[src/shared/cdr_map.svh]
// constants for the display read-path block: slave address, bit counts
// assumes inclusion by bare name from design files
`ifndef CDR_MAP_SVH
`define CDR_MAP_SVH
`define CDR_SLAVE_ADDR     7'h3a
`define CDR_BYTE_BITS      4'h8
`define CDR_ADDR_WIDTH     7
`define CDR_MEM_DEPTH      128
`define CDR_FILT_LEN       2'h2
// host waits in early initialisation, in mclk cycles of 40 ns
`define CDR_INIT_WAIT_CYC  50000
`define CDR_INIT_GAP_CYC   1001
`endif

[src/shared/cdr_pkg.sv]
// types for the display read-path block
// assumes the map header holds the numbers
package cdr_pkg;
  typedef enum logic [2:0] {
    st_idle   = 3'b000,
    st_addr   = 3'b001,
    st_addr_ack = 3'b010,
    st_wr     = 3'b011,
    st_wr_ack = 3'b100,
    st_rd     = 3'b101,
    st_rd_ack = 3'b110
  } cdr_state_type;
endpackage : cdr_pkg

[src/rtl/cdr_read_path.sv]
// serial slave read path of a character display: address match, write of
// address byte, read burst with prefetch on master acknowledge
// assumes scl/sda inputs already synchronous to mclk; memory loaded by mem_we
// Behaviour
// each loaded byte is shifted out over 8 clock pulses, current address first.
// a master acknowledge loads the next memory location into the shifter.
// a missing acknowledge leaves shifter and data latch untouched.
// a missing acknowledge leaves address counter and cursor unchanged.
// the device releases the data line during the read acknowledge slot.
// the host begins with function set selecting the 8-bit interface.
// the host uses fixed waits, not the busy flag, in early initialisation.
// the host waits 2 ms, repeats, then waits over 40 us.
// read bytes go out top bit first.
// during the read-address acknowledge the data latch goes to the shifter.
// after a final unacknowledged byte a stop ends the transfer; the code already returns to idle at the clock fall that ends the nack slot.
`timescale 1ns/1ns
`include "cdr_map.svh"
module cdr_read_path #(
  parameter int ADDR_WIDTH = `CDR_ADDR_WIDTH,
  parameter int MEM_DEPTH  = `CDR_MEM_DEPTH
) (
  input  wire logic                  mclk,
  input  wire logic                  nrst,
  input  wire logic                  scl_in,
  input  wire logic                  sda_in,
  output logic                       sda_out,
  output logic                       sda_oe,
  input  wire logic                  mem_we,
  input  wire logic [ADDR_WIDTH-1:0] mem_waddr,
  input  wire logic [7:0]            mem_wdata,
  output logic [ADDR_WIDTH-1:0]      address_counter,
  output logic [ADDR_WIDTH-1:0]      cursor_pos,
  output logic [7:0]                 internal_data_latch,
  output logic                       busy_flag
);
  cdr_pkg::cdr_state_type state;
  cdr_pkg::cdr_state_type next_state;
  logic [7:0]            shifter;
  logic [3:0]            bit_cnt;
  logic [7:0]            mem [MEM_DEPTH];
  logic                  ack_ok;
  logic                  scl_rise;
  logic                  scl_fall;
  logic                  start_seen;
  logic                  stop_seen;

  cdr_edge u_edge (
    .mclk       (mclk),
    .nrst       (nrst),
    .scl_in     (scl_in),
    .sda_in     (sda_in),
    .scl_rise   (scl_rise),
    .scl_fall   (scl_fall),
    .start_seen (start_seen),
    .stop_seen  (stop_seen)
  );

  function automatic logic [ADDR_WIDTH-1:0] inc_addr(input logic [ADDR_WIDTH-1:0] a);
    inc_addr = a + {{(ADDR_WIDTH-1){1'b0}}, 1'b1};
  endfunction : inc_addr

  wire logic       byte_done  = (bit_cnt == `CDR_BYTE_BITS);
  wire logic       addr_match = (shifter[7:1] == `CDR_SLAVE_ADDR);
  wire logic       rd_bit     = shifter[0];
  wire logic [7:0] next_mem   = mem[inc_addr(address_counter)];

  always_ff @(posedge mclk) begin
    if (mem_we) begin
      mem[mem_waddr] <= mem_wdata;
    end
  end

  always_comb begin
    next_state = state;
    case (state)
      cdr_pkg::st_idle:     next_state = state;
      cdr_pkg::st_addr:     if (scl_fall && byte_done) begin
        next_state = addr_match ? cdr_pkg::st_addr_ack : cdr_pkg::st_idle;
      end
      cdr_pkg::st_addr_ack: if (scl_fall) begin
        next_state = rd_bit ? cdr_pkg::st_rd : cdr_pkg::st_wr;
      end
      cdr_pkg::st_wr:       if (scl_fall && byte_done) begin
        next_state = cdr_pkg::st_wr_ack;
      end
      cdr_pkg::st_wr_ack:   if (scl_fall) begin
        next_state = cdr_pkg::st_wr;
      end
      cdr_pkg::st_rd:       if (scl_fall && byte_done) begin
        next_state = cdr_pkg::st_rd_ack;
      end
      // end after nack
      cdr_pkg::st_rd_ack:   if (scl_fall) begin
        next_state = ack_ok ? cdr_pkg::st_rd : cdr_pkg::st_idle;
      end
      default:              next_state = cdr_pkg::st_idle;
    endcase
    if (stop_seen) begin
      next_state = cdr_pkg::st_idle;
    end
    if (start_seen) begin
      next_state = cdr_pkg::st_addr;
    end
  end

  always_ff @(posedge mclk or negedge nrst) begin
    if (!nrst) begin
      state <= cdr_pkg::st_idle;
    end else begin
      state <= next_state;
    end
  end

  // bit counter and receive/transmit shifter
  always_ff @(posedge mclk or negedge nrst) begin
    if (!nrst) begin
      bit_cnt             <= 4'h0;
      shifter             <= 8'h00;
      ack_ok              <= 1'b0;
      address_counter     <= '0;
      cursor_pos          <= '0;
      internal_data_latch <= 8'h00;
    end else if (start_seen) begin
      bit_cnt <= 4'h0;
    end else begin
      if (scl_rise && (state == cdr_pkg::st_addr || state == cdr_pkg::st_wr)) begin
        shifter <= {shifter[6:0], sda_in};
        bit_cnt <= bit_cnt + 4'h1;
      end
      // msb first
      if (scl_rise && state == cdr_pkg::st_rd) begin
        bit_cnt <= bit_cnt + 4'h1;
      end
      if (scl_fall && state == cdr_pkg::st_rd && !byte_done) begin
        shifter <= {shifter[6:0], 1'b0};
      end
      if (scl_rise && state == cdr_pkg::st_rd_ack) begin
        ack_ok <= ~sda_in;
      end
      if (scl_fall && byte_done) begin
        bit_cnt <= 4'h0;
      end
      // latch to shifter
      if (scl_fall && state == cdr_pkg::st_addr_ack && rd_bit) begin
        shifter <= internal_data_latch;
      end
      // written byte sets the address counter
      if (scl_fall && state == cdr_pkg::st_wr_ack) begin
        address_counter <= shifter[ADDR_WIDTH-1:0];
        cursor_pos      <= shifter[ADDR_WIDTH-1:0];
        internal_data_latch <= mem[shifter[ADDR_WIDTH-1:0]];
      end
      // prefetch on ack; R03 R04 nothing on nack
      if (scl_fall && state == cdr_pkg::st_rd_ack && ack_ok) begin
        shifter             <= next_mem;
        internal_data_latch <= next_mem;
        address_counter     <= inc_addr(address_counter);
        cursor_pos          <= inc_addr(cursor_pos);
      end
    end
  end

  // open drain: drive low only for a zero bit; next bit of shifter after this fall
  function automatic logic next_mem_bit();
    if (state == cdr_pkg::st_rd_ack) begin
      next_mem_bit = next_mem[7];
    end else if (state == cdr_pkg::st_addr_ack) begin
      next_mem_bit = internal_data_latch[7];
    end else begin
      next_mem_bit = shifter[6];
    end
  endfunction : next_mem_bit

  // data line driver; device releases line in read ack slot
  always_ff @(posedge mclk or negedge nrst) begin
    if (!nrst) begin
      sda_out <= 1'b0;
      sda_oe  <= 1'b0;
    end else if (scl_fall || start_seen || stop_seen) begin
      sda_out <= 1'b0;
      sda_oe  <= 1'b0;
      case (next_state)
        cdr_pkg::st_addr_ack,
        cdr_pkg::st_wr_ack: sda_oe <= 1'b1;
        cdr_pkg::st_rd:     sda_oe <= ~(next_mem_bit());
        default:            sda_oe <= 1'b0;
      endcase
    end
  end

  // busy whenever the next state is not idle; host ignores it early
  always_ff @(posedge mclk or negedge nrst) begin
    if (!nrst) begin
      busy_flag <= 1'b0;
    end else begin
      busy_flag <= (next_state != cdr_pkg::st_idle);
    end
  end
endmodule : cdr_read_path

[src/rtl/cdr_edge.sv]
// edge detector for the serial clock and data lines (start, stop, clock edges)
// assumes lines are synchronous to mclk
`timescale 1ns/1ns
module cdr_edge (
  input  wire logic mclk,
  input  wire logic nrst,
  input  wire logic scl_in,
  input  wire logic sda_in,
  output logic      scl_rise,
  output logic      scl_fall,
  output logic      start_seen,
  output logic      stop_seen
);
  logic scl_q;
  logic sda_q;
  always_ff @(posedge mclk or negedge nrst) begin
    if (!nrst) begin
      scl_q <= 1'b1;
      sda_q <= 1'b1;
    end else begin
      scl_q <= scl_in;
      sda_q <= sda_in;
    end
  end
  assign scl_rise   = scl_in & ~scl_q;
  assign scl_fall   = ~scl_in & scl_q;
  assign start_seen = scl_in & scl_q & sda_q & ~sda_in;
  assign stop_seen  = scl_in & scl_q & ~sda_q & sda_in;
endmodule : cdr_edge

[config.mk]
export PLATFORM = sky130hd
export DESIGN_NAME = cdr_read_path
export DESIGN_NICKNAME = d
export VERILOG_FILES = /design/src/shared/cdr_pkg.sv /design/src/rtl/cdr_read_path.sv /design/src/rtl/cdr_edge.sv
export VERILOG_INCLUDE_DIRS = /design/src /design/src/shared
export SDC_FILE = /design/constraint.sdc
export NUM_CORES = 2
export LEC_CHECK = 0
export BUFFER_PORTS_ARGS = -buffer_cell sky130_fd_sc_hd__buf_4
export CAP_MARGIN = 0
export CORE_ASPECT_RATIO = 0.7
export CORE_MARGIN = 5
export CORE_UTILIZATION = 26
export CTS_BUF_LIST = sky130_fd_sc_hd__clkbuf_16
export CTS_CLUSTER_SIZE = 8
export DETAILED_ROUTE_END_ITERATION = 7
export GPL_ROUTABILITY_DRIVEN = 1
export GPL_TIMING_DRIVEN = 1
export MAX_ROUTING_LAYER = met4
export PLACE_DENSITY = 0.44
export SKIP_LAST_GASP = 1
export SLEW_MARGIN = 20
export SYNTH_ARGS = -nofsm -noshare
export SYNTH_HDL_FRONTEND = slang
export SYNTH_SLANG_ARGS = --single-unit
[constraint.sdc]
create_clock -name mclk -period 3.35 [get_ports mclk]
set_input_delay 0.335 -clock mclk [delete_from_list [all_inputs] [get_ports mclk]]
set_output_delay 0.335 -clock mclk [all_outputs]
set_load 0.05 [all_outputs]
==> results.toml <==
[logic_synthesis]
synth_most_common_cell = "edfxtp_1"
ys_seq_elements = 1066
synth_ff_type = "edfxtp_1"
syn-num-nets = 2786
ys_warn_count = 0
ys_async_sr_fraction = 0.03940
synth_cell_types = 66
synthTopCellsByArea = "edfxtp_1, mux4_2, dfrtp_1"
synth.top_cells.by_count = "edfxtp_1, mux4_2, nand2_1, nor2_1, nand3_1"
synth_top_area_frac = 0.6099
syn_area_per_cell_um2 = 18.25
synth_area_leader_cell = "edfxtp_1"
synth_area_um2 = 50410
synth_edf_count = 1024
syn_inst = 2762
ys_seq_area_frac = 0.6308

[floorplan]
boundaryPins = 45
dieArea_um2 = 202900
die_y_um = 378.4
die_w_um = 536.3
start_util = 0.2609
core_area_um2 = 193200
row_count = 135

[global_routing]
grt_max_degree = 71
grt_use_total = 0.1902
grt_pass1_wl_um = 261600
overflow = 0
grt_pass1_vias = 30850
grt_antenna_before_repair = 8

[detailed_routing]
top_layer = "met4"
drt_iter0_markers = 3843
drc_errors = 0
num_vias = 31380
via_per_inst = 5.385
wirelength_met1_um = 89060
met3_length_um = 22170
first_pass_iters = 5
wl_met2_um = 76050
postRouteAntennaNets = 0
drt-total-wl_um = 190900
detail_route.wl_per_cell_um = 32.76

[power_and_ir_drop]
power_frac_clock = 0.247
seqPwrFrac = 0.276
p_per_area_nw_per_um2 = 923.1
leakagePower_nw = 19.80
pwr-share-comb = 0.477
switching_share = 0.3833
peakVddDrop_mv = 0.6262
p_switching_mw = 21.63
p_int_mw = 34.79

[placement]
dpl.cell_count = 5607
dpl_worst_slack_ns = -0.3017
placed_area_um2 = 56590
finalWeightedCongestion = 0.8889
dp_hpwl_um = 134900
portBuffers = 43

[critical_path]
reg2regPathDepth = 8
rr_endpoint = "internal_data_latch[0]$_DFFE_PN0P_"
cp-start-kind = "flop"
end_kind = "flop"
cp_top_family = "multiplexers"
max_stage_delay_ns = 0.54
crit_type = "flop to flop"
required_ns = 3.98
r2r_start = "address_counter[0]$_DFFE_PN0P_"
crit_fanout = 29
path_depth = 8
critical_path_buf_inv_count = 3
ff2ff_setup_slack_ns = 0.04
crit_chain = "buf_4 -> buf_4 -> mux4_2 -> mux4_2 -> o2111ai_4 -> buf_6 -> and4_1 -> a41oi_1"
endpoint = "internal_data_latch[0]$_DFFE_PN0P_"
cp-startpoint = "address_counter[0]$_DFFE_PN0P_"
arrival_ns = 3.94
crit_path_top_delay_cell = "mux4_2"

[clocking]
cts_tree = "built"
clock_sinks = 1066
worst_skew_pair.late_latency_ns = 0.77
cts_buffer_depth = 3
clk_pin_slew_ns = 0.05
cts-root-buf = "clkbuf_16"
numCtsBuffers = 151
htreeDepth = 4

[timing]
tightest_slew_ns = 1.047
fin_ws_ns = 0.03655
finalClockSkew_ns = 0.02642
rsz0062_at_grt = "yes"
maxSlewHeadroom = 0.3017
hold_viol = 0
setup_viol = 0
clock.fmax_mhz = 301.8
fin_crit_sh = 0.9891
min_period_ns = 3.313
final_max_slew_viol_count = 0

[hold_path]
min_path_type = "input pin to flop"
holdPathStages = 1

[cells_and_area]
area_growth_pct = 21.25
final_cells = 5826
final_util = 0.3163
design_area_um2 = 61120
num-nets-final = 3196
layout-drive-gt1-share = 0.3725

[status]
outcome = "completed"

[flow_run]
drv_cap = 0
[what timing repair did]
item,CTS,global route
pin swaps,1,5
endpoints found under the hold margin,46,0
hold buffers,3,0
endpoints found under the setup margin,8,17
buffers inserted,5,5
gates cloned,1,3
gates resized for setup,8,21
[worst min-delay path by stage]
stage	to	from
after floorplan	ack_ok$_DFFE_PN0P_	nrst
after global placement	cursor_pos[4]$_DFFE_PN0P_	nrst
after detailed placement	cursor_pos[4]$_DFFE_PN0P_	nrst
after CTS	mem[95][6]$_DFFE_PP_	mem_wdata[6]
after global routing	mem[85][6]$_DFFE_PP_	mem_wdata[6]
final	mem[95][6]$_DFFE_PP_	mem_wdata[6]
[final cells by class]
| class | count | area (um^2) |
|---|---|---|
| Antenna cell | 7 | 17.52 |
| Clock buffer | 152 | 3804 |
| Clock inverter | 45 | 330.3 |
| Fill cell | 18740 | 132100 |
| Inverter | 11 | 43.79 |
| Multi-Input combinational cell | 1475 | 17610 |
| Sequential cell | 1066 | 31820 |
| Tap cell | 2603 | 3257 |
| Timing Repair Buffer | 467 | 4244 |
[cells by family after synthesis]
| group | count (synthesis) | share of synthesized area |
|---|---|---|
| compound gates | 219 | 0.03092 |
| xor+xnor | 16 | 0.002929 |
| fa+ha+maj | 4 | 0.0009928 |
| buf+inv | 221 | 0.02400 |
| flops | 1066 | 0.6308 |
| mux | 609 | 0.2555 |
| other cells | 1 | 0.00007439 |
| simple gates | 626 | 0.05477 |
[layout by cell type (no fill, tap or decap), types with 7 or more instances in the layout]
cell / Yosys / routed
a32oi_1: 14 / 14
nor2b_1: 19 / 18
nand2_1: 247 / 246
clkbuf_16: 0 / 155
nor4_1: 10 / 8
diode_2: 0 / 7
or3_1: 9 / 9
a22oi_1: 8 / 8
and3_1: 8 / 8
o21ai_0: 27 / 25
nor3_1: 15 / 15
mux4_1: 14 / 14
o2111ai_1: 27 / 16
a31oi_1: 23 / 23
inv_1: 11 / 40
mux2i_1: 67 / 67
buf_12: 3 / 44
o22ai_1: 31 / 31
o2111ai_2: 0 / 10
nand2b_1: 11 / 11
mux4_2: 521 / 521
a211oi_1: 9 / 8
buf_4: 46 / 406
dfrtp_1: 40 / 34
nand4_1: 20 / 20
edfxtp_1: 1024 / 1024
nand3_1: 93 / 91
a21oi_1: 25 / 25
nor2_1: 174 / 172
[routing by layer]
metal,GRT usage,vias up
li1,-,12450
met1,0.2799,17110
met2,0.2452,1588
met3,0.07149,224
met4,0.04214,0
met5,-,-
[power groups by stage]
stage	Sequential, mW	Clock (mW)	Combinational (mW)
after global routing	15.6	14.8	28.1
final	15.6	13.9	26.9
after detailed placement	15.8	0	25.9
after global placement	15.8	0	26.0
after floorplan	15.8	0	14.9
after CTS	15.6	14.2	26.3
[metrics by stage]
stage	setup TNS (ns)	power, mW	hold WS (ns)
CTS	-0.03339	56.12	0.01560
floorplan	0	30.67	0.03941
global placement	-0.7521	41.84	0.3919
detailed placement	-0.8533	41.71	0.3910
global route	-0.05076	58.48	0.05542
finish	0	56.42	0.06516
[state kept, by name, summed over array words and instances (netlist names)]
register / flops
mem: 1024
internal_data_latch: 8
shifter: 8
address_counter: 7
cursor_pos: 7
bit_cnt: 4
state: 3
ack_ok: 1
busy_flag: 1
sda_oe: 1
u_edge.scl_q: 1
u_edge.sda_q: 1
(Power assumes the default switching activity.)
